===== config.mk =====
export PLATFORM = sky130hd
export DESIGN_NAME = cbs_branch_unit
export DESIGN_NICKNAME = d
export VERILOG_FILES = /design/src/inc/cbs_pkg.sv /design/src/hdl/cbs_branch_unit.sv /design/src/hdl/cbs_cond_eval.sv /design/src/hdl/cbs_pc_adder.sv
export VERILOG_INCLUDE_DIRS = /design/src /design/src/inc
export SDC_FILE = /design/constraint.sdc
export NUM_CORES = 1
export LEC_CHECK = 0
export ABC_AREA = 1
export CORE_MARGIN = 1
export CORE_UTILIZATION = 49
export DETAILED_ROUTE_END_ITERATION = 6
export DONT_BUFFER_PORTS = 1
export PLACE_DENSITY = 0.67
export SKIP_CTS_REPAIR_TIMING = 1
export SYNTH_ARGS = -nofsm -noshare
export SYNTH_HDL_FRONTEND = slang
export SYNTH_HIERARCHICAL = 1
export SYNTH_SLANG_ARGS = --single-unit

===== constraint.sdc =====
create_clock -name i_clk -period 4.09 [get_ports i_clk]
set_clock_uncertainty 0.15 [all_clocks]
set_input_delay 0.409 -clock i_clk [delete_from_list [all_inputs] [get_ports i_clk]]
set_output_delay 0.409 -clock i_clk [all_outputs]
set_load 0.005 [all_outputs]

===== src/inc/cbs_regs.svh =====
// register offsets, field positions, reset values and cycle counts of the branch/skip unit
`ifndef CBS_REGS_SVH
`define CBS_REGS_SVH

// ----------------------------------------------------------------------------
// widths
// ----------------------------------------------------------------------------
`define CBS_OFS_W           7
`define CBS_ADDR_W          8
`define CBS_DATA_W          8

// ----------------------------------------------------------------------------
// status register flag positions
// ----------------------------------------------------------------------------
`define CBS_FLAG_C          0
`define CBS_FLAG_Z          1
`define CBS_FLAG_N          2

// ----------------------------------------------------------------------------
// register offsets
// ----------------------------------------------------------------------------
`define CBS_ADDR_CTRL       8'h00
`define CBS_ADDR_STAT       8'h01
`define CBS_ADDR_CNT        8'h02
`define CBS_ADDR_PC_LO      8'h03
`define CBS_ADDR_PC_HI      8'h04

// ----------------------------------------------------------------------------
// fields and reset values
// ----------------------------------------------------------------------------
`define CBS_CTRL_EN_BIT     0
`define CBS_CTRL_CLR_BIT    1
`define CBS_CTRL_EN_RST     1'b1
`define CBS_STAT_BUSY_BIT   0
`define CBS_STAT_TAKEN_BIT  1
`define CBS_STAT_SKIP_BIT   2
`define CBS_STAT_REFUSE_BIT 3
`define CBS_CNT_RST         8'h00

// ----------------------------------------------------------------------------
// cycle counts per instruction
// ----------------------------------------------------------------------------
`define CBS_CYC_NOT_TAKEN   1
`define CBS_CYC_BR_TAKEN    2
`define CBS_CYC_SKIP_ONE    2
`define CBS_CYC_SKIP_TWO    3

`endif


===== src/inc/cbs_pkg.sv =====
// types shared by the branch/skip unit
package cbs_pkg;
`include "cbs_regs.svh"

    typedef enum logic [3:0] {
        OP_NONE,
        SKIP_REG_BIT_SET,
        SKIP_IO_BIT_CLEAR,
        SKIP_IO_BIT_SET,
        BRANCH_FLAG_SET,
        BRANCH_FLAG_CLEAR,
        BRANCH_EQUAL,
        BRANCH_NOT_EQUAL,
        BRANCH_CARRY_SET,
        BRANCH_CARRY_CLEAR,
        BRANCH_SAME_OR_HIGHER,
        BRANCH_LOWER,
        BRANCH_MINUS,
        BRANCH_PLUS
    } cbs_op_t;

    typedef enum logic [1:0] {
        PH_IDLE,
        PH_WAIT2,
        PH_WAIT1
    } cbs_phase_t;

    typedef struct packed {
        cbs_op_t                 op;
        logic [2:0]              bit_sel;
        logic [2:0]              flag_sel;
        logic [`CBS_OFS_W-1:0]   ofs;
        logic                    next_two_word;
        logic [7:0]              reg_val;
        logic [7:0]              io_val;
    } cbs_req_t;

    typedef struct packed {
        logic                    we;
        logic                    re;
        logic [`CBS_ADDR_W-1:0]  addr;
        logic [`CBS_DATA_W-1:0]  wdata;
    } cbs_bus_t;

endpackage : cbs_pkg


===== src/hdl/cbs_branch_unit.sv =====
// conditional skip and relative branch unit between decoder and program counter
//
// Functional notes
// - a skip on a set bit of a general register advances the pc by two or three, in 1 to 3 cycles.
// - a skip on a clear i/o register bit advances the pc by two or three, else by one.
// - a skip on a set i/o register bit advances the pc by two or three, else by one.
// - a branch on a set status flag loads pc plus offset plus one, in one or two cycles.
// - a branch on a clear status flag loads pc plus offset plus one, in one or two cycles.
// - branch-equal jumps to pc plus offset plus one only when zero is set.
// - branch-not-equal jumps to pc plus offset plus one only when zero is clear.
// - branch-carry-set jumps when carry is set, and branch-lower uses the same test.
// - branch-carry-clear jumps when carry is clear, else falls through.
// - branch-same-or-higher is taken exactly when carry is clear, like carry-clear.
// - branch-lower is taken exactly when carry is set, target pc plus offset plus one.
// - branch-minus jumps when negative is set, one cycle if not taken, two if taken.
// - branch-plus jumps when negative is clear, else continues.
// - none of these instructions changes any status flag.
`timescale 1ns/1ps
`include "cbs_regs.svh"
module cbs_branch_unit #(
    parameter int PC_W = 16
) (
    input  wire logic                     i_clk,
    input  wire logic                     i_rst,
    input  wire logic                     i_ce,
    input  wire logic                     i_issue,
    input  wire cbs_pkg::cbs_req_t        i_req,
    input  wire logic [PC_W-1:0]          i_pc,
    input  wire logic [7:0]               i_flags,
    input  wire cbs_pkg::cbs_bus_t        i_bus,
    output logic      [`CBS_DATA_W-1:0]   o_rdata,
    output logic                          o_busy,
    output logic                          o_pc_we,
    output logic      [PC_W-1:0]          o_pc_val,
    output logic                          o_taken,
    output logic                          o_flags_we
);
    import cbs_pkg::*;

    // ------------------------------------------------------------------------
    // state
    // ------------------------------------------------------------------------
    typedef struct packed {
        cbs_phase_t               phase;
        logic                     pc_we;
        logic [PC_W-1:0]          pc_val;
        logic                     last_taken;
        logic                     last_skip;
        logic                     refused;
        logic                     en;
        logic [7:0]               taken_cnt;
        logic [PC_W-1:0]          last_pc;
        logic [`CBS_DATA_W-1:0]   rdata;
    } cbs_state_t;

    localparam cbs_state_t ST_RST = '{
        phase:      PH_IDLE,
        pc_we:      1'b0,
        pc_val:     '0,
        last_taken: 1'b0,
        last_skip:  1'b0,
        refused:    1'b0,
        en:         `CBS_CTRL_EN_RST,
        taken_cnt:  `CBS_CNT_RST,
        last_pc:    '0,
        rdata:      '0
    };

    cbs_state_t st_ff;
    cbs_state_t nxt_st;

    // ------------------------------------------------------------------------
    // condition and target computation
    // ------------------------------------------------------------------------
    logic                 cond_taken;
    logic                 cond_skip;
    logic [PC_W-1:0]      ofs_ext;
    logic [PC_W-1:0]      skip_inc;
    logic [PC_W-1:0]      branch_tgt;
    logic [PC_W-1:0]      seq_tgt;
    logic                 accept;
    logic                 is_branch;

    cbs_cond_eval u_cond (
        .i_req     (i_req),
        .i_flags   (i_flags),
        .o_taken   (cond_taken),
        .o_is_skip (cond_skip)
    );

    // sign-extend the relative offset to the pc width
    assign ofs_ext = {{(PC_W-`CBS_OFS_W){i_req.ofs[`CBS_OFS_W-1]}}, i_req.ofs};

    // extra words to step over: 0 not taken, 1 over a one-word, 2 over a two-word
    always_comb begin
        skip_inc = '0;
        if (cond_skip && cond_taken) begin
            if (i_req.next_two_word) begin
                skip_inc = PC_W'(2);
            end else begin
                skip_inc = PC_W'(1);
            end
        end
    end

    // pc + k + 1
    cbs_pc_adder #(
        .W (PC_W)
    ) u_branch_add (
        .i_a   (i_pc),
        .i_b   (ofs_ext),
        .i_cin (1'b1),
        .o_sum (branch_tgt)
    );

    // pc + 1, pc + 2 or pc + 3
    cbs_pc_adder #(
        .W (PC_W)
    ) u_seq_add (
        .i_a   (i_pc),
        .i_b   (skip_inc),
        .i_cin (1'b1),
        .o_sum (seq_tgt)
    );

    assign is_branch = (i_req.op != OP_NONE) && !cond_skip;
    assign accept    = i_issue && (st_ff.phase == PH_IDLE) && st_ff.en
                       && (i_req.op != OP_NONE);

    // ------------------------------------------------------------------------
    // next state
    // ------------------------------------------------------------------------
    always_comb begin
        nxt_st       = st_ff;
        nxt_st.pc_we = 1'b0;
        nxt_st.rdata = '0;

        // instruction sequencing
        case (st_ff.phase)
            PH_IDLE: begin
                if (accept) begin
                    nxt_st.pc_we      = 1'b1;
                    nxt_st.last_taken = cond_taken;
                    nxt_st.last_skip  = cond_skip;
                    if (is_branch && cond_taken) begin
                        nxt_st.pc_val = branch_tgt;
                        nxt_st.phase  = PH_WAIT1;
                    end else if (cond_skip && cond_taken && i_req.next_two_word) begin
                        nxt_st.pc_val = seq_tgt;
                        nxt_st.phase  = PH_WAIT2;
                    end else if (cond_skip && cond_taken) begin
                        nxt_st.pc_val = seq_tgt;
                        nxt_st.phase  = PH_WAIT1;
                    end else begin
                        nxt_st.pc_val = seq_tgt;
                        nxt_st.phase  = PH_IDLE;
                    end
                    if (is_branch && cond_taken) begin
                        nxt_st.last_pc = branch_tgt;
                    end else begin
                        nxt_st.last_pc = seq_tgt;
                    end
                end
            end
            PH_WAIT2: begin
                nxt_st.phase = PH_WAIT1;
            end
            PH_WAIT1: begin
                nxt_st.phase = PH_IDLE;
            end
            default: begin
                nxt_st.phase = PH_IDLE;
            end
        endcase

        // issue that arrives while busy or disabled is dropped and flagged
        if (i_bus.we && (i_bus.addr == `CBS_ADDR_STAT)
            && i_bus.wdata[`CBS_STAT_REFUSE_BIT]) begin
            nxt_st.refused = 1'b0;
        end
        if (i_issue && !accept) begin
            nxt_st.refused = 1'b1;
        end

        // taken counter: clear from software, an increment in the same cycle leaves it at one
        if (i_bus.we && (i_bus.addr == `CBS_ADDR_CTRL)
            && i_bus.wdata[`CBS_CTRL_CLR_BIT]) begin
            nxt_st.taken_cnt = `CBS_CNT_RST;
        end
        if (accept && cond_taken) begin
            if (i_bus.we && (i_bus.addr == `CBS_ADDR_CTRL)
                && i_bus.wdata[`CBS_CTRL_CLR_BIT]) begin
                nxt_st.taken_cnt = 8'h01;
            end else begin
                nxt_st.taken_cnt = st_ff.taken_cnt + 8'h01;
            end
        end

        // register writes
        if (i_bus.we && (i_bus.addr == `CBS_ADDR_CTRL)) begin
            nxt_st.en = i_bus.wdata[`CBS_CTRL_EN_BIT];
        end

        // register reads, answered in the next cycle
        if (i_bus.re) begin
            case (i_bus.addr)
                `CBS_ADDR_CTRL: begin
                    nxt_st.rdata                   = '0;
                    nxt_st.rdata[`CBS_CTRL_EN_BIT] = st_ff.en;
                end
                `CBS_ADDR_STAT: begin
                    nxt_st.rdata                       = '0;
                    nxt_st.rdata[`CBS_STAT_BUSY_BIT]   = (st_ff.phase != PH_IDLE);
                    nxt_st.rdata[`CBS_STAT_TAKEN_BIT]  = st_ff.last_taken;
                    nxt_st.rdata[`CBS_STAT_SKIP_BIT]   = st_ff.last_skip;
                    nxt_st.rdata[`CBS_STAT_REFUSE_BIT] = st_ff.refused;
                end
                `CBS_ADDR_CNT: begin
                    nxt_st.rdata = st_ff.taken_cnt;
                end
                `CBS_ADDR_PC_LO: begin
                    nxt_st.rdata = st_ff.last_pc[7:0];
                end
                `CBS_ADDR_PC_HI: begin
                    nxt_st.rdata = 8'(st_ff.last_pc >> 8);
                end
                default: begin
                    nxt_st.rdata = '0;
                end
            endcase
        end
    end

    // ------------------------------------------------------------------------
    // state register
    // ------------------------------------------------------------------------
    always_ff @(posedge i_clk or posedge i_rst) begin
        if (i_rst) begin
            st_ff <= ST_RST;
        end else if (i_ce) begin
            st_ff <= nxt_st;
        end
    end

    // ------------------------------------------------------------------------
    // outputs
    // ------------------------------------------------------------------------
    assign o_busy    = (st_ff.phase != PH_IDLE);
    assign o_pc_we   = st_ff.pc_we;
    assign o_pc_val  = st_ff.pc_val;
    assign o_taken   = st_ff.last_taken;
    assign o_rdata   = st_ff.rdata;
    // status flags are never written by this unit
    assign o_flags_we = 1'b0;

endmodule : cbs_branch_unit


===== src/hdl/cbs_cond_eval.sv =====
// condition evaluation for skip and conditional branch instructions
`timescale 1ns/1ps
`include "cbs_regs.svh"
module cbs_cond_eval (
    input  wire cbs_pkg::cbs_req_t i_req,
    input  wire logic [7:0]        i_flags,
    output logic                   o_taken,
    output logic                   o_is_skip
);
    import cbs_pkg::*;

    always_comb begin
        o_taken   = 1'b0;
        o_is_skip = 1'b0;
        case (i_req.op)
            SKIP_REG_BIT_SET: begin
                o_is_skip = 1'b1;
                o_taken   = i_req.reg_val[i_req.bit_sel];
            end
            SKIP_IO_BIT_CLEAR: begin
                o_is_skip = 1'b1;
                o_taken   = ~i_req.io_val[i_req.bit_sel];
            end
            SKIP_IO_BIT_SET: begin
                o_is_skip = 1'b1;
                o_taken   = i_req.io_val[i_req.bit_sel];
            end
            BRANCH_FLAG_SET:       o_taken = i_flags[i_req.flag_sel];
            BRANCH_FLAG_CLEAR:     o_taken = ~i_flags[i_req.flag_sel];
            BRANCH_EQUAL:          o_taken = i_flags[`CBS_FLAG_Z];
            BRANCH_NOT_EQUAL:      o_taken = ~i_flags[`CBS_FLAG_Z];
            BRANCH_CARRY_SET:      o_taken = i_flags[`CBS_FLAG_C];
            BRANCH_LOWER:          o_taken = i_flags[`CBS_FLAG_C];
            BRANCH_CARRY_CLEAR:    o_taken = ~i_flags[`CBS_FLAG_C];
            BRANCH_SAME_OR_HIGHER: o_taken = ~i_flags[`CBS_FLAG_C];
            BRANCH_MINUS:          o_taken = i_flags[`CBS_FLAG_N];
            BRANCH_PLUS:           o_taken = ~i_flags[`CBS_FLAG_N];
            default: begin
                o_taken   = 1'b0;
                o_is_skip = 1'b0;
            end
        endcase
    end

endmodule : cbs_cond_eval


===== src/hdl/cbs_pc_adder.sv =====
// program counter adder with carry-in
`timescale 1ns/1ps
module cbs_pc_adder #(
    parameter int W = 16
) (
    input  wire logic [W-1:0] i_a,
    input  wire logic [W-1:0] i_b,
    input  wire logic         i_cin,
    output logic      [W-1:0] o_sum
);
    import cbs_pkg::*;

    assign o_sum = i_a + i_b + {{(W-1){1'b0}}, i_cin};

endmodule : cbs_pc_adder


# [After elaboration in Yosys (flattened, before gate mapping)]
# Index checks and enable logic that the tools add are counted.
[word_totals] register_bits=39 latch_bits=0 mem_bits_rw=0 mem_bits_ro=0 input_bits=80 out_inout_bits=28 elab_cells=93 memories=0
[classes] add_sub_neg=5 mul=0 n_div=0 magnitude_cmp=2 n_eq_ne=19 shift=0 n_mux=24 bitwise_logic=5 n_reduce_logical=29
[op_table] operator="$pmux 8 s5" count=1
[op_table] operator="$add 16x1->16 const B" count=2
[op_table] operator="$add 16x16->16" count=2
[op_table] operator="$mux 16" count=2
[op_table] operator="$mux 8" count=4
[op_table] operator="$eq 4x4->1 const B" count=6
[op_table] operator="$mux 21" count=1
[op_table] operator="$mux 19" count=1
[op_table] operator="$eq 4x3->1 const B" count=4
[op_table] operator="$eq 8x2->1 const B" count=2
[op_table] operator="$logic_and 1x1->1" count=13
[op_table] operator="$pmux 1 s11" count=1
[op_table] operator="$bmux 1 s3" count=3
[op_table] operator="$add 8x1->8 const B" count=1
[op_table] operator="$eq 4x2->1 const B" count=2
[op_table] operator="$eq 8x1->1 const B" count=1
[op_table] operator="$eq 8x3->1 const B" count=1
[op_table] operator="$logic_not 8->1" count=1
[op_table] operator="$lt 3x4->1 const B" count=2
[op_table] operator="$mux 2" count=4
[op_table] operator="$reduce_and 2->1" count=4
[op_table] operator="$mux 1" count=6
[op_table] operator="$reduce_bool 2->1" count=3
[op_table] operator="$not 1->1" count=5
[op_table] operator="other kinds (10)" count=12

# [Depth between registers and ports, before layout]
# Gate-level depths: netlist of run 1.
[depth] word_depth=11 depth_mapped=27 depth_no_buf=26

# [By module]
# The synthesis of run 1 kept the hierarchy.
[modules_own_cells] mod="cbs_branch_unit" n_inst=1 cells_each=356 area_per_inst_um2=2548.7 seq_area_each_um2=977.2
[modules_own_cells] mod="cbs_pc_adder at u_branch_add" n_inst=1 cells_each=180 area_per_inst_um2=983.4 seq_area_each_um2=0.0
[modules_own_cells] mod="cbs_pc_adder at u_seq_add" n_inst=1 cells_each=180 area_per_inst_um2=948.4 seq_area_each_um2=0.0
[modules_own_cells] mod="cbs_cond_eval" n_inst=1 cells_each=115 area_per_inst_um2=514.2 seq_area_each_um2=0.0

# [Worst setup path after synthesis of run 1]
# OpenSTA, ideal clock, no wires.
[synth_path] path_type="input -> register" from="input port i_req[27] in the netlist's numbering" to="register st_ff[20] in the netlist's numbering" setup_ns=0.124 arrival_ns=2.600 t_required_ns=3.816 setup_slack_ns=1.216 cell_stages=25 path_buffers=1 cell_sequence="buf_6 > inv_8 > nand2_1 > nand2_1 > nand2_1 > nand2_1 > nand2_1 > a21oi_2 > nor2_1 > nand2_1 > nand2_1 > nor2_1 > fa_1 > inv_1 > fa_1 > inv_1 > nand3_1 > nand3_1 > nand3_1 > nand4_1 > nand2_1 > inv_1 > nand2_1 > o211ai_1 > nand2_1"
[synth_via] elab_chain_cells=9 word_cells_on_any_way=12 classes_between="add/sub (2); mux (7); bitwise (1); reduce/logical (2)"
[synth_lines] element="start, declared" line_no="cbs_branch_unit.sv:27" rtl="input wire cbs_pkg::cbs_req_t i_req,"
[synth_lines] element="$bmux 1 s3" line_no="cbs_cond_eval.sv:22, cbs_cond_eval.sv:26"
[synth_lines] element="$mux 1 (implied by the code)" line_no="cbs_cond_eval.sv:22, cbs_cond_eval.sv:26"
[synth_lines] element="$not 1->1" line_no="cbs_cond_eval.sv:22" rtl="o_taken = ~i_req.io_val[i_req.bit_sel];"
[synth_lines] element="$pmux 1 s11 *" line_no="cbs_cond_eval.sv:15" rtl="case (i_req.op)"
[synth_lines] element="net cond_taken" line_no="cbs_branch_unit.sv:75" rtl="logic cond_taken;"
[synth_lines] element="$logic_and 1x1->1 *" line_no="cbs_branch_unit.sv:97" rtl="if (cond_skip && cond_taken) begin"
[synth_lines] element="$mux 16 *" line_no="cbs_branch_unit.sv:97"
[synth_lines] element="net skip_inc[0]" line_no="cbs_branch_unit.sv:78" rtl="logic [PC_W-1:0] skip_inc;"
[synth_lines] element="$add 16x16->16 *" line_no="cbs_pc_adder.sv:13" rtl="assign o_sum = i_a + i_b + {{(W-1){1'b0}}, i_cin};"
[synth_lines] element="$add 16x1->16 *" line_no="cbs_pc_adder.sv:13"
[synth_lines] element="net seq_tgt[12]" line_no="cbs_branch_unit.sv:80" rtl="logic [PC_W-1:0] seq_tgt;"
[synth_lines] element="$mux 16 *"
[synth_lines] element="end signal, assigned" line_no="cbs_branch_unit.sv:241" rtl="st_ff <= nxt_st;"
[synth_lines] element="end, declared" line_no="cbs_branch_unit.sv:69" rtl="cbs_state_t st_ff;"
# The timed path passes the listed nets; every way through them passes the cells marked *. The select of a mux whose other input is x is not followed.
# A chain may end at the register's enable or synchronous reset.

# [Final worst setup path of run 1]
[layout_path] from="input port i_req[31] in the netlist's numbering" to="register st_ff[20] in the netlist's numbering"
[layout_via] elab_chain_cells=8 word_cells_on_any_way=29 classes_between="add/sub (2); eq/ne (13); mux (4); reduce/logical (10)"
[layout_lines] element="$eq 4x4->1" line_no="cbs_cond_eval.sv:15"
[layout_lines] element="$reduce_or 2->1 (no line)"
[layout_lines] element="$pmux 1 s11 *" line_no="cbs_cond_eval.sv:15"
[layout_lines] element="net cond_taken" line_no="cbs_branch_unit.sv:75"
[layout_lines] element="$logic_and 1x1->1 *" line_no="cbs_branch_unit.sv:97"
[layout_lines] element="$mux 16 *" line_no="cbs_branch_unit.sv:97"
[layout_lines] element="net skip_inc[0]" line_no="cbs_branch_unit.sv:78"
[layout_lines] element="$add 16x16->16 *" line_no="cbs_pc_adder.sv:13"
[layout_lines] element="$add 16x1->16 *" line_no="cbs_pc_adder.sv:13"
[layout_lines] element="net seq_tgt[12]" line_no="cbs_branch_unit.sv:80"
[layout_lines] element="$mux 16 *"
# The timed path passes the listed nets; every way through them passes the cells marked *.

==> impl_metrics.py, run 1 <==
metrics = {
    "sta": {
        "worst-slew-pin-transition_ns": 0.536,
        "rsz0062_at_grt": "false",
        "slew_headroom": 0.641,
        "hold_viol_final": 38,
        "holdWs_ns": -0.0239,
        "finalMaxSlewViolations": 0,
        "setup_viol": 0,
        "min_period_over_period": 0.697,
        "setup_tns_ns": 0,
        "fmax_ghz": 0.351,
        "period_needed_ns": 2.85,
    },
    "critical_path": {
        "start_kind": "primary input",
        "crit_fanout": 5,
        "arrival_ns": 2.87,
        "cp-startpoint": "i_req[31]",
        "worst_setup_path_end_kind": "register",
        "worstSetupPathType": "in -> reg",
        "cp_slowest_cell": "fa_1",
        "max_stage_delay_ns": 0.41,
        "reg2reg_to": "st_ff[18]",
        "crit_top_cell": "nand2_1",
        "required_ns": 4.11,
        "r2r_slack_ns": 2.30,
        "reg2regPathDepth": 7,
        "rr_startpoint": "st_ff[53]",
    },
    "logic_synthesis": {
        "synth_seq_cells": 39,
        "synthTopCellsByCount": "301 x nand2_1, 142 x inv_1, 90 x nand3_1, 43 x nor2_1, 38 x dfrtp_1",
        "netlist_instances": 831,
        "ys_seq_area_frac": 0.196,
        "ys_warn_count": 6,
        "synth_top_cell_by_area": "nand2_1",
        "synth_area_mm2": 0.00499,
        "synth_top_cell_area_share": 0.226,
        "synth_cell_types": 41,
        "synth_area_leaders": "nand2_1 23%, dfrtp_1 19%, inv_1 11%, nand3_1 9.0%, ha_1 7.3%",
        "yosys.cell_count.top_type": "nand2_1",
        "postSynthAreaPerCell_um2": 6.01,
        "ys_async_sr_fraction": 1.00,
        "synth_ff_type": "dfrtp_1",
        "synth_edf_count": 0,
    },
    "routing": {
        "drt_iter0_drc": 195,
        "route.detailed.drc": 0,
        "routedWlPerCell_um": 12.6,
        "dr_total_vias": 4813,
        "avgViaCountPerCell": 5.07,
        "firstDrtPassIters": 5,
        "ant_nets": 0,
        "drt-total-wl_um": 12000,
    },
    "placed_design": {
        "dp_hpwl_um": 9900,
        "gp_congestion": 0.891,
        "place_inst": 942,
        "numPortBuffers": 0,
    },
    "power_and_ir_drop": {
        "p_clk_frac": 0.222,
        "switching_power_uw": 463,
        "swShare": 0.393,
        "leakage_uw": 0.00311,
        "intPower_uw": 716,
        "power_density_mw_per_mm2": 234,
        "power.total_uw": 1180,
        "pwr-share-seq": 0.404,
        "p_comb_frac": 0.374,
        "irDropWorstVdd_mv": 0.115,
    },
    "floorplanning": {
        "ios": 108,
        "fp-row-count": 36,
        "die_area_mm2": 0.0106,
        "die_x_um": 103,
        "coreArea_mm2": 0.00982,
        "dieHeight_um": 103,
        "start_util": 0.509,
    },
    "finish": {
        "antenna_cells": 0,
        "utilization": 0.514,
        "nNetsFinal": 929,
        "regArea_um2": 977,
        "syn2layout_area_growth_pct": 0.977,
        "multi_input_comb_area_mm2": 0.00320,
        "fill_cells": 1041,
        "fin_cells": 949,
        "drive_above_1_share": 0.0895,
    },
    "clock_tree": {
        "cts_tree": "yes",
        "cts-buffers-inserted": 5,
        "htreeDepth": 2,
        "clockBufferDepth": 2,
        "clk_pin_slew_ns": 0.07,
        "clock_latency_ns": 0.29,
        "clkSinkCount": 39,
        "cts-root-buf": "clkbuf_8",
    },
    "min_path": {
        "hp-class": "in -> async",
    },
    "global_routing": {
        "antenna_found_initial": 0,
        "gr-total-overflow": 0,
        "grt_usage": 0.235,
        "grt_pass1_wl_um": 19800,
        "grt_max_degree": 40,
        "grt_pass1_vias": 4443,
    },
    "outcome": {
        "violations": "hold timing",
        "status": "finished, violations left",
    },
    "flow_run": {
        "maxCapViolations": 0,
    },
}
-- registers in the layout, summed over array words and instances (netlist names) --
| register | flops |
|---|---|
| o_pc_we | 1 |
| o_rdata | 8 |
| o_taken | 1 |
| st_ff | 29 |
-- through the flow --
| stage | area [um2] | setup slack (ns) |
|---|---|---|
| after floorplan | 5050 | 1.22 |
| after global placement | 4960 | 0.981 |
| after detailed placement | 4960 | 0.948 |
| after CTS | 5040 | 1.25 |
| after global routing | 5040 | 0.895 |
| final | 5040 | 1.24 |
-- logic make-up (layout without fill, tap and decap cells) --
group | after synthesis | in the layout | share of synthesized area
buf+inv | 195 | 165 | 0.174
xor+xnor | 20 | 20 | 0.0351
other cells | 2 | 17 | 0.00150
simple gates | 498 | 498 | 0.447
compound gates | 44 | 44 | 0.0579
flops | 39 | 39 | 0.196
fa+ha+maj | 33 | 33 | 0.0887
-- cell usage in the layout (no fill, tap or decap), types with 2 or more instances in the layout --
cell type and count:
nand2_1 301, inv_1 142, nand3_1 90, nor2_1 43, dfrtp_1 38, ha_1 29, nand2_2 22, a21oi_1 17
conb_1 17, o211ai_1 16, nand4_1 13, inv_2 12, xor2_1 11, xnor2_1 9, nand3_2 6, clkbuf_8 6
nor3_2 6, a21oi_2 5, nand3b_1 4, fa_1 4, nor2_2 3, or2_4 2, o21ai_2 2, o21ai_0 2
buf_4 2
-- power groups by stage --
stage               sequential, uW  combinational, uW  clock (uW)
floorplan                      455                419           0
global placement               483                419           0
detailed placement             483                432           0
CTS                            476                433         273
global route                   482                508         288
finish                         476                441         262
-- metal layers --
layer	vias to the layer above	GRT usage	wire [um]
met2	165	0.401	5510
met1	2131	0.293	5240
li1	2494	-	-
met3	23	0.0475	962
met4	0	0.0856	262
met5	-	0	0
-- final cells by class --
type / count / area share
sequential: 39 / 0.194
inverter: 156 / 0.118
clock buffer: 6 / 0.0164
tap: 133 / 0.0330
multi-input combinational: 612 / 0.635
timing repair buffer: 2 / 0.00298
clock inverter: 1 / 0.000992
-- worst max-delay path, delay by kind of cell --
family | cells | cell delay (ns)
buffers and inverters | 4 | 0.24
adders and majority gates | 2 | 0.61
AOI/OAI and AO/OA | 1 | 0.14
and+or+nand+nor | 18 | 1.45
-- worst max path at each step --
stage                end  slack (ns)  cells after the start
2_1_floorplan  st_ff[20]        1.22                     25
3_5_place_dp   st_ff[18]        0.95                     24
6_report       st_ff[20]        1.24                     25
3_3_place_gp   st_ff[22]        0.98                     24
5_1_grt        st_ff[20]        0.89                     25
4_1_cts        st_ff[20]        1.25                     25
No activity file was read; power rests on OpenSTA's default activity.
==> inputs of run 2 (changes only) <==
--- a/config.mk
+++ b/config.mk
@@ -6,12 +6,12 @@
 export SDC_FILE = /design/constraint.sdc
 export NUM_CORES = 1
 export LEC_CHECK = 0
-export ABC_AREA = 1
+export ABC_AREA = 0
 export CORE_MARGIN = 1
 export CORE_UTILIZATION = 49
 export DETAILED_ROUTE_END_ITERATION = 6
 export DONT_BUFFER_PORTS = 1
-export PLACE_DENSITY = 0.67
+export PLACE_DENSITY = 0.69
 export SKIP_CTS_REPAIR_TIMING = 1
 export SYNTH_ARGS = -nofsm -noshare
 export SYNTH_HDL_FRONTEND = slang
==> constraint.sdc (replaced) <==
create_clock -name i_clk -period 2.4 [get_ports i_clk]
set_clock_uncertainty 0.15 [all_clocks]
set_input_delay 0.24 -clock i_clk [delete_from_list [all_inputs] [get_ports i_clk]]
set_output_delay 0.24 -clock i_clk [all_outputs]
set_load 0.005 [all_outputs]
==> impl_metrics.py, run 2 <==
metrics = {
    "finish": {
        "nNetsFinal": 573,
        "drive_above_1_share": 0.165,
        "fin_cells": 562,
        "layout_common_cells": "42 x nand2_1, 38 x dfrtp_1, 28 x ha_1",
        "largest_reg_flops": 29,
        "antenna_cells": 0,
        "layout_commonest_cell": "nand2_1",
        "fill_cells": 719,
        "regMostFlops": "st_ff",
        "syn2layout_area_growth_pct": 8.87,
    },
    "sta": {
        "finalMaxSlewViolations": 0,
        "period_needed_ns": 3.38,
        "worst-slew-pin-transition_ns": 0.644,
        "setup_tns_ns": -11.40,
        "fmax_ghz": 0.296,
        "hold_viol_final": 0,
        "slew_headroom": 0.570,
        "min_period_over_period": 1.41,
        "rsz0062_at_grt": "true",
        "holdWs_ns": 0.0140,
        "setup_viol": 21,
        "fin_ws_ns": -0.977,
    },
    "placed_design": {
        "gp_congestion": 0.811,
        "numPortBuffers": 0,
        "place_inst": 547,
        "dp_hpwl_um": 7470,
    },
    "routing": {
        "routedWlPerCell_um": 17.0,
        "dr_total_vias": 3340,
        "avgViaCountPerCell": 5.94,
        "ant_nets": 0,
        "firstDrtPassIters": 4,
        "route.detailed.drc": 0,
        "drt_iter0_drc": 193,
        "drt-total-wl_um": 9540,
    },
    "power_and_ir_drop": {
        "pwr-share-seq": 0.394,
        "leakage_uw": 0.00185,
        "swShare": 0.335,
        "power_density_mw_per_mm2": 429,
        "intPower_uw": 1260,
        "p_comb_frac": 0.369,
        "switching_power_uw": 633,
        "p_clk_frac": 0.237,
        "irDropWorstVdd_mv": 0.177,
    },
    "clock_tree": {
        "cts_tree": "yes",
        "clockBufferDepth": 2,
        "cts-root-buf": "clkbuf_8",
        "htreeDepth": 2,
        "clock_latency_ns": 0.29,
        "clkSinkCount": 39,
        "cts-buffers-inserted": 5,
        "clk_pin_slew_ns": 0.07,
    },
    "critical_path": {
        "start_kind": "primary input",
        "required_ns": 2.44,
        "worstSetupPathType": "in -> reg",
        "worst_setup_path_end_kind": "register",
        "crit_fanout": 3,
        "arrival_ns": 3.41,
    },
    "floorplanning": {
        "fp-row-count": 32,
        "die_area_mm2": 0.00863,
        "dieHeight_um": 92.9,
        "start_util": 0.516,
        "ios": 108,
        "coreArea_mm2": 0.00785,
        "die_x_um": 92.9,
    },
    "logic_synthesis": {
        "ys_warn_count": 6,
        "ys_async_sr_fraction": 1.00,
        "synth_seq_cells": 39,
        "ys_seq_area_frac": 0.241,
        "synth_top_cell_by_area": "dfrtp_1",
        "synth_area_mm2": 0.00405,
        "synth_edf_count": 0,
        "synthTopCellsByCount": "43 x nand2_1, 38 x dfrtp_1, 33 x o21ai_0, 29 x ha_1, 28 x mux2i_1",
        "synth_area_leaders": "dfrtp_1 23%, ha_1 9.0%, mux2i_1 6.9%, buf_4 4.6%, xnor2_1 4.5%",
        "synth_top_cell_area_share": 0.235,
        "netlist_instances": 454,
        "postSynthAreaPerCell_um2": 8.92,
        "yosys.cell_count.top_type": "nand2_1",
        "synth_cell_types": 71,
        "synth_ff_type": "dfrtp_1",
    },
    "min_path": {
        "hp-class": "in -> reg",
    },
    "global_routing": {
        "antenna_found_initial": 0,
        "grt_pass1_wl_um": 15000,
        "gr-total-overflow": 0,
        "grt_pass1_vias": 3170,
        "grt_usage": 0.217,
        "grt_max_degree": 40,
    },
    "flow_run": {
        "maxCapViolations": 0,
    },
    "outcome": {
        "status": "finished, violations left",
        "violations": "setup timing",
    },
}
==> run 2: area by class of cell <==
class	instances	area, um2	share of cell area
clock buffers	6	82.6	0.0187
clock inverters	1	5.00	0.00114
inverters	13	48.8	0.0111
multi-input cells	378	2960	0.671
flip-flops and latches	39	977	0.222
well taps	102	128	0.0290
repair buffers	23	210	0.0477
==> run 2: power by group through the flow <==
stage	combinational (uW)	sequential [uW]	clock [uW]
floorplan	604	730	0
global placement	644	757	0
detailed placement	661	758	0
CTS	663	745	455
global route	781	749	478
finish	698	744	448
==> run 2: path summary, 6_finish.rpt <==
| kind | from | end | slack (ns) | depth (start not counted) |
|---|---|---|---|---|
| worst min register to register | o_rdata[0] | o_rdata[0] | 0.37 | 1 |
| worst max-delay path | i_req[24] | st_ff[22] | -0.98 | 18 |
| min in group asynchronous | i_rst | o_rdata[4] | 0.35 | 3 |
| max in group asynchronous | i_rst | st_ff[32] | 1.40 | 3 |
| worst max register to register | st_ff[32] | st_ff[29] | 0.41 | 4 |
| worst min-delay path | i_bus[9] | o_rdata[0] | 0.01 | 2 |
==> run 2: cell families (layout without fill, tap and decap cells) <==
| family | after synthesis | count (layout) | synth area share |
|---|---|---|---|
| buffers and inverters | 53 | 43 | 0.0779 |
| multiplexers | 37 | 37 | 0.107 |
| AO/OA/AOI/OAI | 125 | 125 | 0.210 |
| AND/OR/NAND/NOR | 130 | 131 | 0.176 |
| XOR/XNOR | 35 | 35 | 0.0757 |
| other | 2 | 17 | 0.00185 |
| flip-flops | 39 | 39 | 0.241 |
| adder cells (fa/ha/maj) | 33 | 33 | 0.109 |
==> run 2: critical path, cell delays in order <==
cell and delay [ns]:
mux4_2 0.50, mux2i_2 0.17, xor2_1 0.20, nor4b_2 0.07, a311o_1 0.29, nand2_1 0.07
nor2_1 0.05, fa_2 0.35, inv_2 0.06, fa_2 0.18, nor2b_1 0.05, o21a_1 0.19
a31o_4 0.25, a31oi_4 0.24, o221ai_2 0.14, xor2_1 0.15, mux2i_1 0.13, o21ai_1 0.07
==> run 2: metal layers <==
layer / track usage / wire length (um)
met1: 0.275 / 4270
met2: 0.365 / 4580
met3: 0.0534 / 575
met4: 0.0577 / 110
met5: 0 / 0
==> run 2: metrics by stage <==
stage | worst slack (ns) | utilization | power (uW) | area [um2]
after global placement | -1.18 | 0.532 | 1400 | 4170
after detailed placement | -1.31 | 0.532 | 1420 | 4170
after global routing | -1.10 | 0.562 | 2010 | 4410
after floorplan | -0.902 | - | 1330 | 4180
final | -0.977 | 0.562 | 1890 | 4410
after CTS | -1.01 | 0.543 | 1860 | 4260
==> inputs of run 3 (changes only) <==
--- a/config.mk
+++ b/config.mk
@@ -11,7 +11,7 @@
 export CORE_UTILIZATION = 49
 export DETAILED_ROUTE_END_ITERATION = 6
 export DONT_BUFFER_PORTS = 1
-export PLACE_DENSITY = 0.69
+export PLACE_DENSITY = 0.66
 export SKIP_CTS_REPAIR_TIMING = 1
 export SYNTH_ARGS = -nofsm -noshare
 export SYNTH_HDL_FRONTEND = slang
==> impl_metrics.py, run 3 (synthesis gave the netlist of run 2 again) <==
metrics = {
    "outcome": {
        "status": "finished, violations left",
        "violations": "setup timing",
    },
    "power_and_ir_drop": {
        "irDropWorstVdd_mv": 0.289,
        "leakage_uw": 0.00186,
        "power_density_mw_per_mm2": 472,
    },
    "global_routing": {
        "grt_usage": 0.219,
        "gr-total-overflow": 0,
        "antenna_found_initial": 0,
        "grt_max_degree": 40,
        "grt_pass1_vias": 3160,
        "grt_pass1_wl_um": 15300,
    },
    "critical_path": {
        "crit_fanout": 3,
        "worst_setup_path_end_kind": "register",
        "crit_chain": "mux4_2, mux2i_1, xor2_1, nor4b_2, a311o_1, nand2_1, nor2_1, fa_2, inv_2, fa_2, nor2b_1, o21a_1, a31o_4, a31oi_4, o221ai_2, xor2_1, mux2i_1, o21ai_1",
        "cp_slowest_cell": "mux4_2",
        "start_kind": "primary input",
        "worstSetupPathType": "in -> reg",
        "required_ns": 2.44,
        "max_stage_delay_ns": 0.47,
        "arrival_ns": 3.38,
    },
    "finish": {
        "nNetsFinal": 575,
        "layout_common_cells": "42 x nand2_1, 38 x dfrtp_1, 28 x mux2i_1, 28 x ha_1, 24 x a21oi_1",
        "antenna_cells": 0,
        "syn2layout_area_growth_pct": 9.61,
        "largest_reg_flops": 29,
        "regMostFlops": "st_ff",
        "fin_cells": 565,
        "drive_above_1_share": 0.158,
        "layout_commonest_cell": "nand2_1",
    },
    "floorplanning": {
        "ios": 108,
        "die_x_um": 92.9,
        "coreArea_mm2": 0.00785,
        "dieHeight_um": 92.9,
        "start_util": 0.516,
        "fp-row-count": 32,
        "die_area_mm2": 0.00863,
    },
    "sta": {
        "period_needed_ns": 3.34,
        "fin_ws_ns": -0.939,
        "hold_viol_final": 0,
        "setup_tns_ns": -11.17,
        "fmax_ghz": 0.299,
        "slew_headroom": 0.520,
        "worst-slew-pin-transition_ns": 0.710,
        "holdWs_ns": 0.0133,
        "setup_viol": 21,
        "rsz0062_at_grt": "true",
        "min_period_over_period": 1.39,
        "finalMaxSlewViolations": 0,
    },
    "flow_run": {
        "maxCapViolations": 0,
    },
    "clock_tree": {
        "cts-root-buf": "clkbuf_8",
        "clock_latency_ns": 0.29,
        "cts-buffers-inserted": 5,
        "clk_pin_slew_ns": 0.08,
        "clkSinkCount": 39,
        "cts_tree": "yes",
        "clockBufferDepth": 2,
        "htreeDepth": 2,
    },
    "routing": {
        "drt-met1-wl_um": 4210,
        "dr_wl_met2_um": 4500,
        "avgViaCountPerCell": 5.88,
        "routedWlPerCell_um": 16.6,
        "drt-total-wl_um": 9380,
        "highest_layer": "met4",
        "firstDrtPassIters": 4,
        "drt_iter0_drc": 149,
        "ant_nets": 0,
        "route.met3.wl_um": 582,
        "route.detailed.drc": 0,
        "dr_total_vias": 3322,
    },
    "min_path": {
        "hp-class": "in -> reg",
    },
    "placed_design": {
        "place_inst": 548,
        "numPortBuffers": 0,
        "dp_hpwl_um": 7420,
        "gp_congestion": 0.857,
    },
}
## run 3: path summary, 6_finish.rpt
check	from	to	slack [ns]	cells past startpoint
min in group asynchronous	i_rst	st_ff[21]	0.35	3
worst max register to register	st_ff[32]	st_ff[31]	0.40	4
max in group asynchronous	i_rst	st_ff[32]	1.39	3
worst min register to register	st_ff[33]	st_ff[33]	0.37	1
worst max-delay path	i_req[24]	st_ff[22]	-0.94	18
worst min-delay path	i_bus[9]	o_rdata[0]	0.01	2
## run 3: area by class of cell
class                           instances  area, um2
Clock inverter                          3       67.6
Tap cell                              102        128
Inverter                               13       48.8
Clock buffer                            5       68.8
Multi-Input combinational cell        378       2920
Fill cell                             747       3410
Sequential cell                        39        977
Timing Repair Buffer                   25        225
## run 3: through the flow
| stage | cell area, um2 | util | power (uW) | setup slack, ns |
|---|---|---|---|---|
| after floorplan | 4180 | - | 1330 | -0.902 |
| after detailed placement | 4180 | 0.533 | 1420 | -1.20 |
| after global placement | 4180 | 0.533 | 1410 | -1.17 |
| after global routing | 4440 | 0.566 | 2220 | -1.09 |
| after CTS | 4320 | 0.550 | 2070 | -0.908 |
| final | 4440 | 0.566 | 2090 | -0.939 |
## run 3: routing by layer
layer	vias to the layer above	track usage
met3	7	0.0394
met5	-	0
met4	0	0.0513
li1	1656	-
met2	94	0.369
met1	1565	0.289
## run 3: worst max-delay path, delay by kind of cell
| kind | cells | cell delay (ns) |
|---|---|---|
| multiplexers | 3 | 0.78 |
| AO/OA/AOI/OAI | 6 | 1.16 |
| adder cells (fa/ha/maj) | 2 | 0.55 |
| AND/OR/NAND/NOR | 4 | 0.23 |
| buffers and inverters | 1 | 0.06 |
| XOR/XNOR | 2 | 0.35 |
## run 3: where the power goes
group | switching, uW | leakage (uW) | internal (uW)
sequential | 51.6 | 0.000532 | 694
clock | 240 | 0.0000644 | 415
combinational | 357 | 0.00127 | 336
